$ cat src/hdl/bvcs_defines.svh
`ifndef BVCS_DEFINES_SVH
`define BVCS_DEFINES_SVH

// Register offsets, 12-bit word addresses
`define BVCS_OFS_BUS_OPTION      12'h706
`define BVCS_OFS_OV_THRESHOLD    12'h707
`define BVCS_OFS_RT_ACTION       12'h708
`define BVCS_OFS_RT_RECOVERY     12'h709
`define BVCS_OFS_RT_CHECK_TIME   12'h70a
`define BVCS_OFS_CL_SELECT       12'h70b
`define BVCS_OFS_CL_LEVEL        12'h70c
`define BVCS_OFS_QUICK_CL_SELECT 12'h70d
`define BVCS_OFS_RT_DECEL_TIME   12'h71e
`define BVCS_OFS_HF_COMP         12'h7f0
`define BVCS_OFS_OV_BOOST_CEIL   12'h7f1
`define BVCS_OFS_FW_PROP_GAIN    12'h7f2
`define BVCS_OFS_FW_INT_TIME     12'h7f3
`define BVCS_OFS_RAMP_TIME       12'h7f4
`define BVCS_OFS_STATUS          12'h7f8
`define BVCS_OFS_FREQ_OUT        12'h7f9

// Reset values (0.1 % units, 0.1 s, 0.01 s, 0.01 gain)
`define BVCS_RST_BUS_OPTION      16'h000a
`define BVCS_RST_OV_THRESHOLD    16'h053d
`define BVCS_RST_RT_ACTION       16'h02f8
`define BVCS_RST_RT_RECOVERY     16'h035c
`define BVCS_RST_RT_CHECK_TIME   16'h0005
`define BVCS_RST_CL_SELECT       16'h0002
`define BVCS_RST_CL_LEVEL        16'h05dc
`define BVCS_RST_QUICK_CL_SELECT 16'h0000
`define BVCS_RST_RT_DECEL_TIME   16'h07d0
`define BVCS_RST_HF_COMP         16'h01f4
`define BVCS_RST_OV_BOOST_CEIL   16'h0064
`define BVCS_RST_FW_PROP_GAIN    16'h000f
`define BVCS_RST_FW_INT_TIME     16'h03e8
`define BVCS_RST_RAMP_TIME       16'h03e8

// Field values and limits
`define BVCS_OPTION_TENS         16'h000a
`define BVCS_OPTION_MAX          16'h000c
`define BVCS_HF_COMP_NEUTRAL     16'h01f4
`define BVCS_PERMILLE_FULL       16'h03e8
`define BVCS_BASE_PROP_GAIN      16'h0014
`define BVCS_BASE_INT_TIME       16'h03e8

// Timing
`define BVCS_CLK_MHZ             100
`define BVCS_TICK_US             1000
`define BVCS_TICKS_PER_CENTISEC  (10000 / `BVCS_TICK_US)
`define BVCS_TICKS_PER_DECISEC   (100000 / `BVCS_TICK_US)

`endif

$ cat src/hdl/bvcs_pkg.sv
`default_nettype none
package bvcs_pkg;

  typedef enum logic [1:0] {
    st_normal   = 2'b00,
    st_rt_decel = 2'b01,
    st_rt_hold  = 2'b10,
    st_rt_stop  = 2'b11
  } ride_state_type;

  typedef struct packed {
    logic [15:0] bus_option;
    logic [15:0] ov_threshold;
    logic [15:0] rt_action;
    logic [15:0] rt_recovery;
    logic [15:0] rt_check_time;
    logic [15:0] cl_select;
    logic [15:0] cl_level;
    logic [15:0] quick_cl_select;
    logic [15:0] rt_decel_time;
    logic [15:0] hf_comp;
    logic [15:0] ov_boost_ceil;
    logic [15:0] fw_prop_gain;
    logic [15:0] fw_int_time;
    logic [15:0] ramp_time;
  } regs_type;

  typedef struct packed {
    regs_type       regs;
    ride_state_type state;
    logic [15:0]    freq;
    logic [31:0]    ramp_acc;
    logic [31:0]    integ;
    logic [31:0]    tick_cnt;
    logic [31:0]    rec_cnt;
    logic [15:0]    stall_base;
    logic           tick;
    logic           ov_hit;
    logic           below_action;
    logic           above_recovery;
    logic           cl_hit;
    logic [15:0]    cl_excess;
    logic           power_down;
    logic           ov_active;
    logic           cl_active;
    logic [15:0]    rdata;
  } ctrl_type;

endpackage : bvcs_pkg
`default_nettype wire

$ cat src/hdl/bus_voltage_current_stall_ctrl.sv
// Implementation choice: the strobed register port.
`include "bvcs_defines.svh"
`default_nettype none

module bus_voltage_current_stall_ctrl #(
  parameter int          TICK_CYCLES = `BVCS_TICK_US * `BVCS_CLK_MHZ,
  parameter logic [15:0] FREQ_MAX    = 16'h1388
) (
  // Clock and reset
  input  wire logic        ref_clk,
  input  wire logic        reset,
  // Register port
  input  wire logic [11:0] reg_addr,
  input  wire logic [15:0] reg_wdata,
  input  wire logic        reg_write,
  input  wire logic        reg_read,
  output logic      [15:0] reg_rdata,
  // Measurements and reference
  input  wire logic [15:0] bus_voltage,
  input  wire logic [15:0] out_current,
  input  wire logic [15:0] freq_ref,
  input  wire logic        run_cmd,
  input  wire logic        vf_mode,
  input  wire logic        field_weak,
  // Modulator side
  output logic      [15:0] freq_out,
  output logic             power_down,
  output logic             ov_stall_active,
  output logic             cur_limit_active,
  output logic             quick_cl_enable
);

  generate
    if (TICK_CYCLES < 2) begin : g_bad_tick
      $error("TICK_CYCLES must be at least 2");
    end
    if (FREQ_MAX == 16'h0000) begin : g_bad_fmax
      $error("FREQ_MAX must be non-zero");
    end
  endgenerate

  bvcs_pkg::ctrl_type q;
  bvcs_pkg::ctrl_type d;

  function automatic logic [15:0] clampw(input logic [15:0] v, input logic [15:0] lo, input logic [15:0] hi);
    clampw = (v < lo) ? lo : ((v > hi) ? hi : v);
  endfunction : clampw

  logic        ov_en;
  logic [15:0] rt_mode;
  logic [1:0]  cl_mode;
  logic        cl_en;
  logic [15:0] target;
  logic [31:0] ramp_ticks;
  logic [31:0] rec_ticks;
  logic [31:0] cur_scaled;
  logic [31:0] lvl_scaled;
  logic [31:0] boost_lim;
  logic [31:0] pi_step;
  logic [31:0] cl_step;
  logic [31:0] int_ticks;
  logic [15:0] kp;
  logic [15:0] ki_time;

  always_comb begin
    // Option is held as its decimal value, so tens digit 1 means 10 and up
    ov_en   = (q.regs.bus_option >= `BVCS_OPTION_TENS);
    rt_mode = ov_en ? q.regs.bus_option - `BVCS_OPTION_TENS : q.regs.bus_option;
    cl_mode = q.regs.cl_select[1:0];
    cl_en   = (cl_mode != 2'b00) && vf_mode;
    kp      = field_weak ? q.regs.fw_prop_gain : `BVCS_BASE_PROP_GAIN;
    ki_time = field_weak ? q.regs.fw_int_time : `BVCS_BASE_INT_TIME;
    // Field weakening compares current*coef against level*neutral, avoiding a divider
    cur_scaled = field_weak ? 32'(out_current) * 32'(q.regs.hf_comp)
                            : 32'(out_current) * 32'(`BVCS_HF_COMP_NEUTRAL);
    lvl_scaled = 32'(q.regs.cl_level) * 32'(`BVCS_HF_COMP_NEUTRAL);
    boost_lim  = 32'(q.stall_base)
                 + ((32'(q.stall_base) * 32'(q.regs.ov_boost_ceil)) >> 10);
    pi_step    = (32'(q.cl_excess) * 32'(kp)) >> 7;
    int_ticks  = 32'(ki_time) * 32'(`BVCS_TICKS_PER_CENTISEC);
    rec_ticks  = 32'(q.regs.rt_check_time) * 32'(`BVCS_TICKS_PER_DECISEC);
    if (q.state == bvcs_pkg::st_normal) begin
      target     = run_cmd ? ((freq_ref > FREQ_MAX) ? FREQ_MAX : freq_ref) : 16'h0000;
      ramp_ticks = 32'(q.regs.ramp_time) * 32'(`BVCS_TICKS_PER_CENTISEC);
    end else if (q.state == bvcs_pkg::st_rt_hold) begin
      target     = q.freq;
      ramp_ticks = 32'(q.regs.rt_decel_time) * 32'(`BVCS_TICKS_PER_CENTISEC);
    end else begin
      target     = 16'h0000;
      ramp_ticks = 32'(q.regs.rt_decel_time) * 32'(`BVCS_TICKS_PER_CENTISEC);
    end
  end

  always_comb begin
    d      = q;
    d.tick = 1'b0;
    // Mode 2 removes at least one step per tick, so even a small excess acts
    cl_step = pi_step;
    // Control tick divider
    if (q.tick_cnt >= 32'(TICK_CYCLES - 1)) begin
      d.tick_cnt = 32'h0000_0000;
      d.tick     = 1'b1;
    end else begin
      d.tick_cnt = q.tick_cnt + 32'h0000_0001;
    end

    // Sampled comparisons, refreshed once per tick
    if (q.tick) begin
      d.ov_hit         = ov_en && (bus_voltage > q.regs.ov_threshold);
      d.below_action   = bus_voltage < q.regs.rt_action;
      d.above_recovery = bus_voltage > q.regs.rt_recovery;
      d.cl_hit         = cl_en && run_cmd
                         && (q.freq != 16'h0000)
                         && (cur_scaled >= lvl_scaled);
      d.cl_excess      = (out_current > q.regs.cl_level) ? out_current - q.regs.cl_level : 16'h0000;
    end

    // Power-down status and recovery timer
    // Any dip below the action voltage restarts the recovery wait from zero
    if (q.below_action) begin
      d.power_down = 1'b1;
      d.rec_cnt    = 32'h0000_0000;
    end else if (q.power_down && q.above_recovery) begin
      if (d.tick) begin
        d.rec_cnt = q.rec_cnt + 32'h0000_0001;
      end
      if (q.rec_cnt >= rec_ticks) begin
        d.power_down = 1'b0;
        d.rec_cnt    = 32'h0000_0000;
      end
    end else begin
      d.rec_cnt = 32'h0000_0000;
    end

    // Ride-through sequence
    case (q.state)
      bvcs_pkg::st_normal: begin
        if (q.below_action && run_cmd && rt_mode == 16'h0001) begin
          d.state = bvcs_pkg::st_rt_decel;
        end else if (q.below_action && run_cmd && rt_mode == 16'h0002) begin
          d.state = bvcs_pkg::st_rt_stop;
        end
      end
      bvcs_pkg::st_rt_decel: begin
        // Between action and recovery voltage the slowdown carries on
        if (q.above_recovery) begin
          d.state = bvcs_pkg::st_rt_hold;
        end
      end
      bvcs_pkg::st_rt_hold: begin
        if (q.below_action) begin
          d.state = bvcs_pkg::st_rt_decel;
        end else if (!q.power_down) begin
          d.state = bvcs_pkg::st_normal;
        end
      end
      bvcs_pkg::st_rt_stop: begin
        // Stays at zero until run is withdrawn, whatever the bus does
        if (!run_cmd && q.freq == 16'h0000) begin
          d.state = bvcs_pkg::st_normal;
        end
      end
      default: d.state = bvcs_pkg::st_normal;
    endcase

    // Frequency ramp
    d.ov_active = q.ov_hit && (target < q.freq || q.ov_active);
    d.cl_active = q.cl_hit;
    // Boost ceiling is measured from the frequency held when the stall began
    if (!q.ov_active) begin
      d.stall_base = q.freq;
    end
    // Current limit outranks the stall hold, as holding speed would let current climb
    if (q.cl_hit) begin
      // Current limit overrides the ramp; releasing it resumes the normal target
      d.ramp_acc = 32'h0000_0000;
      if (q.tick) begin
        if (cl_mode == 2'b01) begin
          d.freq = (q.freq != 16'h0000) ? q.freq - 16'h0001 : 16'h0000;
        end else begin
          d.integ = q.integ + 32'(q.cl_excess);
          if (q.integ >= int_ticks) begin
            d.integ = 32'h0000_0000;
            cl_step = pi_step + 32'h0000_0001;
          end
          if (cl_step == 32'h0000_0000) begin
            cl_step = 32'h0000_0001;
          end
          d.freq = (32'(q.freq) > cl_step) ? q.freq - cl_step[15:0] : 16'h0000;
        end
      end
    end else if (q.ov_active && q.state == bvcs_pkg::st_normal) begin
      // Hold deceleration; a small rise is allowed to bleed regenerated energy
      d.ramp_acc = 32'h0000_0000;
      d.integ    = 32'h0000_0000;
      if (q.tick && 32'(q.freq) < boost_lim && q.freq < FREQ_MAX) begin
        d.freq = q.freq + 16'h0001;
      end
    end else begin
      d.integ = 32'h0000_0000;
      if (target == q.freq) begin
        d.ramp_acc = 32'h0000_0000;
      end else if (ramp_ticks == 32'h0000_0000) begin
        d.freq     = target;
        d.ramp_acc = 32'h0000_0000;
      end else begin
        if (q.tick) begin
          d.ramp_acc = q.ramp_acc + 32'(FREQ_MAX);
        end
        if (q.ramp_acc >= ramp_ticks) begin
          d.ramp_acc = d.ramp_acc - ramp_ticks;
          d.freq     = (target > q.freq) ? q.freq + 16'h0001 : q.freq - 16'h0001;
        end
      end
    end

    // Register writes: bus option drops invalid values, action/recovery/check/ramp times are stored unclamped, the rest are clamped
    if (reg_write) begin
      if (reg_addr == `BVCS_OFS_BUS_OPTION) begin
        if (reg_wdata <= `BVCS_OPTION_MAX && (reg_wdata < 16'h0003 || reg_wdata >= `BVCS_OPTION_TENS)) begin
          d.regs.bus_option = reg_wdata;
        end
      end else if (reg_addr == `BVCS_OFS_OV_THRESHOLD) begin
        d.regs.ov_threshold = clampw(reg_wdata, 16'h044c, 16'h05dc);
      end else if (reg_addr == `BVCS_OFS_RT_ACTION) begin
        d.regs.rt_action = reg_wdata;
      end else if (reg_addr == `BVCS_OFS_RT_RECOVERY) begin
        d.regs.rt_recovery = reg_wdata;
      end else if (reg_addr == `BVCS_OFS_RT_CHECK_TIME) begin
        d.regs.rt_check_time = reg_wdata;
      end else if (reg_addr == `BVCS_OFS_CL_SELECT) begin
        d.regs.cl_select = clampw(reg_wdata, 16'h0000, 16'h0002);
      end else if (reg_addr == `BVCS_OFS_CL_LEVEL) begin
        d.regs.cl_level = clampw(reg_wdata, 16'h00c8, 16'h0708);
      end else if (reg_addr == `BVCS_OFS_QUICK_CL_SELECT) begin
        d.regs.quick_cl_select = clampw(reg_wdata, 16'h0000, 16'h0001);
      end else if (reg_addr == `BVCS_OFS_RT_DECEL_TIME) begin
        d.regs.rt_decel_time = clampw(reg_wdata, 16'h0000, 16'h7530);
      end else if (reg_addr == `BVCS_OFS_HF_COMP) begin
        d.regs.hf_comp = clampw(reg_wdata, 16'h01f4, 16'h0bb8);
      end else if (reg_addr == `BVCS_OFS_OV_BOOST_CEIL) begin
        d.regs.ov_boost_ceil = clampw(reg_wdata, 16'h0000, `BVCS_PERMILLE_FULL);
      end else if (reg_addr == `BVCS_OFS_FW_PROP_GAIN) begin
        d.regs.fw_prop_gain = clampw(reg_wdata, 16'h0000, 16'h1770);
      end else if (reg_addr == `BVCS_OFS_FW_INT_TIME) begin
        d.regs.fw_int_time = clampw(reg_wdata, 16'h0000, 16'h1770);
      end else if (reg_addr == `BVCS_OFS_RAMP_TIME) begin
        d.regs.ramp_time = reg_wdata;
      end
    end

    // Register reads, answered the next cycle
    // Idle and unmapped reads return zero, so a stale word never lingers on the port
    d.rdata = 16'h0000;
    if (reg_read) begin
      if (reg_addr == `BVCS_OFS_BUS_OPTION) begin
        d.rdata = q.regs.bus_option;
      end else if (reg_addr == `BVCS_OFS_OV_THRESHOLD) begin
        d.rdata = q.regs.ov_threshold;
      end else if (reg_addr == `BVCS_OFS_RT_ACTION) begin
        d.rdata = q.regs.rt_action;
      end else if (reg_addr == `BVCS_OFS_RT_RECOVERY) begin
        d.rdata = q.regs.rt_recovery;
      end else if (reg_addr == `BVCS_OFS_RT_CHECK_TIME) begin
        d.rdata = q.regs.rt_check_time;
      end else if (reg_addr == `BVCS_OFS_CL_SELECT) begin
        d.rdata = q.regs.cl_select;
      end else if (reg_addr == `BVCS_OFS_CL_LEVEL) begin
        d.rdata = q.regs.cl_level;
      end else if (reg_addr == `BVCS_OFS_QUICK_CL_SELECT) begin
        d.rdata = q.regs.quick_cl_select;
      end else if (reg_addr == `BVCS_OFS_RT_DECEL_TIME) begin
        d.rdata = q.regs.rt_decel_time;
      end else if (reg_addr == `BVCS_OFS_HF_COMP) begin
        d.rdata = q.regs.hf_comp;
      end else if (reg_addr == `BVCS_OFS_OV_BOOST_CEIL) begin
        d.rdata = q.regs.ov_boost_ceil;
      end else if (reg_addr == `BVCS_OFS_FW_PROP_GAIN) begin
        d.rdata = q.regs.fw_prop_gain;
      end else if (reg_addr == `BVCS_OFS_FW_INT_TIME) begin
        d.rdata = q.regs.fw_int_time;
      end else if (reg_addr == `BVCS_OFS_RAMP_TIME) begin
        d.rdata = q.regs.ramp_time;
      end else if (reg_addr == `BVCS_OFS_STATUS) begin
        d.rdata = {11'h000, q.state, q.power_down, q.ov_active, q.cl_active};
      end else if (reg_addr == `BVCS_OFS_FREQ_OUT) begin
        d.rdata = q.freq;
      end
    end
  end

  always_ff @(posedge ref_clk) begin
    if (reset) begin
      q                      <= '0;
      q.state                <= bvcs_pkg::st_normal;
      q.regs.bus_option      <= `BVCS_RST_BUS_OPTION;
      q.regs.ov_threshold    <= `BVCS_RST_OV_THRESHOLD;
      q.regs.rt_action       <= `BVCS_RST_RT_ACTION;
      q.regs.rt_recovery     <= `BVCS_RST_RT_RECOVERY;
      q.regs.rt_check_time   <= `BVCS_RST_RT_CHECK_TIME;
      q.regs.cl_select       <= `BVCS_RST_CL_SELECT;
      q.regs.cl_level        <= `BVCS_RST_CL_LEVEL;
      q.regs.quick_cl_select <= `BVCS_RST_QUICK_CL_SELECT;
      q.regs.rt_decel_time   <= `BVCS_RST_RT_DECEL_TIME;
      q.regs.hf_comp         <= `BVCS_RST_HF_COMP;
      q.regs.ov_boost_ceil   <= `BVCS_RST_OV_BOOST_CEIL;
      q.regs.fw_prop_gain    <= `BVCS_RST_FW_PROP_GAIN;
      q.regs.fw_int_time     <= `BVCS_RST_FW_INT_TIME;
      q.regs.ramp_time       <= `BVCS_RST_RAMP_TIME;
    end else begin
      q <= d;
    end
  end

  assign reg_rdata        = q.rdata;
  assign freq_out         = q.freq;
  assign power_down       = q.power_down;
  assign ov_stall_active  = q.ov_active;
  assign cur_limit_active = q.cl_active;
  assign quick_cl_enable  = q.regs.quick_cl_select[0];

endmodule : bus_voltage_current_stall_ctrl
`default_nettype wire

$ cat config.mk
export PLATFORM = sky130hd
export DESIGN_NAME = bus_voltage_current_stall_ctrl
export DESIGN_NICKNAME = d
export VERILOG_FILES = /design/src/hdl/bvcs_pkg.sv /design/src/hdl/bus_voltage_current_stall_ctrl.sv
export VERILOG_INCLUDE_DIRS = /design/src /design/src/hdl
export SDC_FILE = /design/constraint.sdc
export NUM_CORES = 2
export LEC_CHECK = 0
export ABC_AREA = 1
export ABC_CLOCK_PERIOD_IN_PS = 9800
export BUFFER_PORTS_ARGS = -buffer_cell sky130_fd_sc_hd__buf_2
export CAP_MARGIN = 10
export CORE_ASPECT_RATIO = 0.6
export CORE_MARGIN = 2
export CORE_UTILIZATION = 40
export CTS_CLUSTER_DIAMETER = 30
export CTS_CLUSTER_SIZE = 25
export DETAILED_ROUTE_END_ITERATION = 6
export MAX_ROUTING_LAYER = met4
export RECOVER_POWER = 50
export SLEW_MARGIN = 30
export SYNTH_ARGS = -nofsm -noshare
export SYNTH_HDL_FRONTEND = slang
export SYNTH_SLANG_ARGS = --single-unit
$ cat constraint.sdc
create_clock -name ref_clk -period 9.8 [get_ports ref_clk]
set_input_delay 0 -clock ref_clk [delete_from_list [all_inputs] [get_ports ref_clk]]
set_output_delay 0 -clock ref_clk [all_outputs]
set_load 0.02 [all_outputs]
**After elaboration in Yosys (flattened, before gate mapping)**

Cells that the tools add are included.

- Register bits after elaboration: 426
- Logic and storage cells: 259
- Output and inout bits: 36
- Input bits: 83

- Add/sub/neg operators: 12
- Bitwise logic cells: 15
- $mul: 9
- Mux-type cells: 81
- Order comparisons: 31
- Reduce and logical (&&, ||, !) cells: 49
- Eq/ne operators: 31

Operators by type and width:

| cell | count |
|---|---|
| 2-to-1 mux 16 bit | 47 |
| 2-to-1 mux 32 bit | 17 |
| == test 12 x 11 -> 1 bit, second input constant | 16 |
| 2-to-1 mux 80 bit | 2 |
| multiplier 16 x 16 -> 32 bit | 3 |
| 2-to-1 mux 48 bit | 2 |
| adder 32 x 1 -> 32 bit, second input constant | 2 |
| greater-or-equal comparator 32 x 20 -> 1 bit | 2 |
| greater-than comparator 16 bit | 4 |
| zero test 32 bit | 2 |
| multiplier 16 x 3 -> 19 bit, second input constant | 3 |
| multiplier 16 x 7 -> 23 bit, second input constant | 2 |
| adder 32 x 13 -> 32 bit, second input constant | 1 |
| adder 32 x 16 -> 32 bit | 1 |
| greater-or-equal comparator 16 x 4 -> 1 bit, second input constant | 2 |
| greater-or-equal comparator 32 x 17 -> 1 bit, second input constant | 1 |
| greater-or-equal comparator 32 x 23 -> 1 bit | 1 |
| greater-or-equal comparator 32 x 25 -> 1 bit | 1 |
| greater-than comparator 16 x 11 -> 1 bit, second input constant | 2 |
| greater-than comparator 16 x 13 -> 1 bit, second input constant | 2 |
| greater-than comparator 16 x 32 -> 1 bit | 1 |
| less-than comparator 16 bit | 2 |
| subtractor 16 bit | 2 |
| subtractor 32 x 20 -> 32 bit | 1 |
| other kinds (59) | 109 |

**Logic depth before layout (Yosys ltp)**

- Depth after elaboration: 17
- Mapped depth: 63
- Depth with buffers taken out: 59

**Least setup slack after synthesis**

Ideal clock, no wire load.

- Path kind: input port to flip-flop
- Start: in field_weak
- End: reg q, in the netlist freq_out[12]
- Stages: 51
- Data arrival time: 8.633 ns
- Setup slack: 1.051 ns
- Setup time: 0.116 ns
- Path buffers: 4
- Cell sequence: buf_6 -> clkinv_1 -> nor2_1 -> clkbuf_1 -> nor2_1 -> fa_1 -> inv_1 -> fa_1 -> fa_1 -> inv_1 -> fa_1 -> fa_1 -> inv_1 -> fa_1 -> inv_1 -> ha_1 -> nand2_1 -> nor2_1 -> (+15 left out) -> nand2_1 -> o31ai_1 -> ha_1 -> inv_1 -> fa_1 -> nand3_1 -> nand3_1 -> a21oi_1 -> o21ai_0 -> nand3_1 -> nand2_1 -> a221oi_1 -> a31oi_1 -> buf_2 -> nand4_1 -> nand2_1 -> nand2_1 -> a21oi_2

- Longest elaborated chain between the ends: 17
- Elaborated cells between the ends (all ways): 21
- Those cells by class: add/sub (2); mul (2); order compare (2); mux (14); reduce/logical (1)

RTL lines:

| element | line | RTL |
|---|---|---|
| start, declared | bus_voltage_current_stall_ctrl.sv:24 | `input wire logic field_weak,` |
| 2-to-1 mux 16 bit (no line) | n/a |  |
| multiplier 16 x 3 -> 19 bit / multiplier 16 x 16 -> 32 bit (equally long branches) | bus_voltage_current_stall_ctrl.sv:80, bus_voltage_current_stall_ctrl.sv:79 |  |
| greater-or-equal comparator 32 x 20 -> 1 bit / adder 25 x 1 -> 26 bit (equally long branches) | bus_voltage_current_stall_ctrl.sv:182, bus_voltage_current_stall_ctrl.sv:184 |  |
| 2-to-1 mux 26 bit * | bus_voltage_current_stall_ctrl.sv:182 | `if (q.integ >= int_ticks) begin` |
| 2-to-1 mux 32 bit * | bus_voltage_current_stall_ctrl.sv:178 | `if (cl_mode == 2'b01) begin` |
| 2-to-1 mux 32 bit * | bus_voltage_current_stall_ctrl.sv:177 | `if (q.tick) begin` |
| 2-to-1 mux 32 bit * | bus_voltage_current_stall_ctrl.sv:174 | `if (q.cl_hit) begin` |
| zero test 32 bit | bus_voltage_current_stall_ctrl.sv:186 | `if (cl_step == 32'h0000_0000) begin` |
| 2-to-1 mux 32 bit * | bus_voltage_current_stall_ctrl.sv:186 |  |
| 2-to-1 mux 32 bit * | bus_voltage_current_stall_ctrl.sv:178 |  |
| 2-to-1 mux 32 bit * | bus_voltage_current_stall_ctrl.sv:177 |  |
| 2-to-1 mux 32 bit * | bus_voltage_current_stall_ctrl.sv:174 |  |
| greater-than comparator 16 x 32 -> 1 bit / subtractor 16 bit (equally long branches) | bus_voltage_current_stall_ctrl.sv:189 | `d.freq = (32'(q.freq) > cl_step) ? q.freq - cl_step[15:0] : 16'h0000;` |
| 2-to-1 mux 16 bit * | bus_voltage_current_stall_ctrl.sv:189 |  |
| 2-to-1 mux 16 bit * | bus_voltage_current_stall_ctrl.sv:178 |  |
| 2-to-1 mux 16 bit * | bus_voltage_current_stall_ctrl.sv:177 |  |
| 2-to-1 mux 80 bit * | bus_voltage_current_stall_ctrl.sv:174 |  |
| end, declared | bus_voltage_current_stall_ctrl.sv:42 | `bvcs_pkg::ctrl_type q;` |

Every way passes the cells marked *; elsewhere a longest branch is shown, timed or not. The select of a mux whose other input is x is not followed.
A chain may end at the register's enable or synchronous reset.

**Worst setup path in the final report**

- Start: reg q[46] in the netlist's numbering
- End: reg q, in the netlist freq_out[6]

- Longest elaborated chain between the ends: 7

RTL lines:

| element | line | RTL |
|---|---|---|
| multiplier 16 x 16 -> 32 bit | bus_voltage_current_stall_ctrl.sv:78 | `+ ((32'(q.stall_base) * 32'(q.regs.ov_boost_ceil)) >> 10);` |
| adder 16 x 22 -> 23 bit * | bus_voltage_current_stall_ctrl.sv:78 |  |
| less-than comparator 16 x 23 -> 1 bit * | bus_voltage_current_stall_ctrl.sv:196 | `if (q.tick && 32'(q.freq) < boost_lim && q.freq < FREQ_MAX) begin` |
| logical AND 1 bit * (2 in series) | bus_voltage_current_stall_ctrl.sv:196 |  |
| != test 3 x 2 -> 1 bit (no line) * | n/a |  |
| AND reduction 4 bit (no line) * | n/a |  |

Every way passes the cells marked *; elsewhere a longest branch is shown, timed or not.

==> flow_summary.json <==
{
  "outcome": "completed",
  "reg2reg_depth": 46,
  "pre_cts_slack_ps": -10.3,
  "core_um2": 158000,
  "grt_max_degree": 145,
  "yosysSeqAreaShare": 0.134,
  "worst_slew_pin_slew_ps": 1050,
  "h-tree-depth": 3,
  "power.density_nw_per_um2": 179,
  "synth_edf_count": 0,
  "grt_usage": 0.284,
  "synth-seq-cells": 425,
  "cp_data_required_time_ps": 10320,
  "critPathMaxFanout": 32,
  "start_util": 0.402,
  "row_count": 113,
  "drive_above_1_share": 0.0751,
  "fmax_mhz": 108,
  "routed_wl_mm": 226,
  "setup_viol": 0,
  "crit_path_end_kind": "register",
  "cp_common_cell": "nand2_1",
  "arrival_ps": 9790,
  "yosysWarnings": 0,
  "synthDistinctLibCells": 76,
  "grt_pass1_vias": 56400,
  "drt-vias-per-instance": 5.39,
  "grt_pass1_wl_mm": 347,
  "slowest_delay_ps": 530,
  "synth_ff_type": "dfxtp_1",
  "antenna_found_initial": 4,
  "synth_mux_area_frac": 0.000511,
  "vdd.ir_drop.worst_mv": 0.229,
  "hold_viol_final": 0,
  "crit_buf_inv": 8,
  "cts_buffers": 93,
  "skew_ps": 80.3,
  "cp_top_family": "adder cells",
  "cellLeakagePower_nw": 36.5,
  "die_area_um2": 162000,
  "grt_overflow": 0,
  "syn_inst": 8700,
  "report.final.slew_viol_count": 0,
  "rsz0062_at_grt": "yes",
  "maxCapViolations": 0,
  "worst_path_max_delay_cell": "fa_1",
  "fin_crit_ps": 9260,
  "firstDrtPassIters": 7,
  "path_class": "register to register",
  "clkSinkCount": 425,
  "synth-compound-area-share": 0.121,
  "synth_top_family_by_area": "adder cells",
  "vias": 59400,
  "hold_depth": 5,
  "postSynth.asyncResetShare": 0,
  "dieWidth_um": 519,
  "io_pins": 119,
  "drtIter0Drc": 6742,
  "worst_slack_ps": 536,
  "area_growth_pct": 11.3,
  "place.gp.congestion": 1.02,
  "synth-simple-area-share": 0.208,
  "area.sequential_um2": 8550,
  "slew_headroom": 0.302,
  "ant_nets": 0,
  "wl_per_cell_um": 20.5,
  "fin_nets": 10400,
  "cts_tree": "done",
  "whs_ps": 64.9,
  "port_buffers": 118,
  "clock_path_buffers": 3,
  "syn_avg_cell_area_um2": 7.31,
  "final.period_utilization": 0.945,
  "path_depth": 46,
  "start_kind": "register",
  "hpwl_mm": 185,
  "report.power.total_mw": 12.7,
  "syn_area_um2": 63600,
  "tns_ps": 0,
  "synthXorXnorAreaFrac": 0.0326,
  "dpl-instance-area_um2": 66900,
  "synthAdderAreaFrac": 0.379,
  "multi_input_area_um2": 47500,
  "cts_root_buffer": "clkbuf_16",
  "final_cell_area_um2": 70800,
  "hold_path_class": "input pin to register",
  "die_h_um": 313,
  "drc": 0,
  "insertion_delay_ps": 730,
  "n_fill_cell": 16300,
  "clk_pin_slew_ps": 50
}
-- cells in the mapped netlist (25+ instances only) --
library cell / number / area (um^2)
a211oi_1: 27 / 203
a21oi_1: 599 / 3000
a221oi_1: 34 / 298
a31oi_1: 32 / 200
buf_4: 36 / 270
clkbuf_1: 260 / 976
dfxtp_1: 425 / 8510
fa_1: 707 / 14200
ha_1: 797 / 9970
inv_1: 1694 / 6360
nand2_1: 1746 / 6550
nand3_1: 270 / 1350
nand4_1: 111 / 694
nor2_1: 678 / 2540
nor3_1: 150 / 751
nor4_1: 32 / 200
o211ai_1: 52 / 390
o21ai_0: 363 / 1820
o21bai_1: 30 / 225
o22ai_1: 25 / 156
or2_2: 46 / 288
xnor2_1: 79 / 692
xor2_1: 158 / 1380
-- placed cells by master (no fill, tap or decap), types with 20 or more instances in the layout --
cell type,netlist,layout
inv_1,1694,1685
o21bai_1,30,29
xor2_1,158,157
a221oi_1,34,34
dfxtp_1,425,400
xnor2_1,79,79
o211ai_1,52,52
conb_1,1,23
o221ai_1,22,22
nor2_1,678,665
nor3_1,150,148
nand2_1,1746,1734
or2_2,46,46
fa_1,707,706
buf_2,13,95
a31oi_1,32,32
inv_2,22,25
nand4_1,111,111
nor4_1,32,30
ha_1,797,792
nand3_1,270,268
buf_4,36,164
nand2_2,19,30
dfxtp_2,0,21
clkinv_1,23,22
a21oi_1,599,594
o21ai_0,363,357
a21o_1,23,23
clkbuf_1,260,29
clkbuf_16,0,94
dlygate4sd3_1,0,26
o22ai_1,25,25
a211oi_1,27,27
o21a_1,20,20
-- kinds of logic (layout without fill, tap and decap cells) --
| group | count (synthesis) | in the layout |
|---|---|---|
| buffers and inverters | 2060 | 2230 |
| adder cells (fa/ha/maj) | 1504 | 1504 |
| other | 1 | 24 |
| multiplexers | 3 | 3 |
| AND/OR/NAND/NOR | 3129 | 3129 |
| flip-flops | 425 | 425 |
| AO/OA/AOI/OAI | 1341 | 1341 |
| XOR/XNOR | 237 | 237 |
-- final cells by class --
cell class,count,share of cell area
Tap cell,2127,0.0376
Timing Repair Buffer,317,0.0305
Clock buffer,105,0.0348
Clock inverter,66,0.0130
Timing Repair inverter,2,0.000177
Multi-Input combinational cell,6237,0.670
Inverter,1740,0.0927
Sequential cell,425,0.121
Antenna cell,1,0.0000354
-- final timing paths --
check / start / to / slack, ps
worst max-delay path: q[46] / freq_out[6] / 540
worst min-delay path: reg_addr[4] / q[315] / 60
worst max register to register: q[46] / freq_out[6] / 540
worst min register to register: q[335] / q[335] / 440
-- sequential cells by signal (all words and copies together) (netlist names), named ones only --
signal            flops
cur_limit_active      1
reg_rdata            16
d                     1
quick_cl_enable       1
power_down            1
ov_stall_active       1
freq_out             16
q                   384
cl_mode               2
-- per-stage QoR --
stage / utilization / std cells
after floorplan: - / 8722
after global placement: 0.423 / 10800
after detailed placement: 0.423 / 10800
after CTS: 0.446 / 11000
after global routing: 0.448 / 11000
final: 0.448 / 11000
-- where the power goes --
| part | internal [mW] | switching [mW] |
|---|---|---|
| logic | 2.51 | 4.72 |
| registers | 1.85 | 0.225 |
| clock network | 2.15 | 1.24 |
-- worst register-to-register path, delay by kind of cell (launching register included) --
family                   cells  cell delay (ps)
AO/OA/AOI/OAI                7             1030
XOR/XNOR                     2              370
adder cells (fa/ha/maj)      9             4080
buffers and inverters        8              870
flip-flops                   1              510
AND/OR/NAND/NOR             20             2250
-- layer usage --
metal  track usage  part of all wire
met5             -                 0
met4        0.0455             0.017
met3        0.0696              0.12
met2         0.364              0.37
met1         0.444              0.49
-- repair_timing --
action,CTS,global route
hold buffers,26,0
setup endpoints to repair,14,16
hold endpoints to repair,122,0
buffers inserted,0,3
gates resized for setup,4,93
cloned,0,2
pin swaps,0,3
No activity file was read; power rests on OpenSTA's default activity.
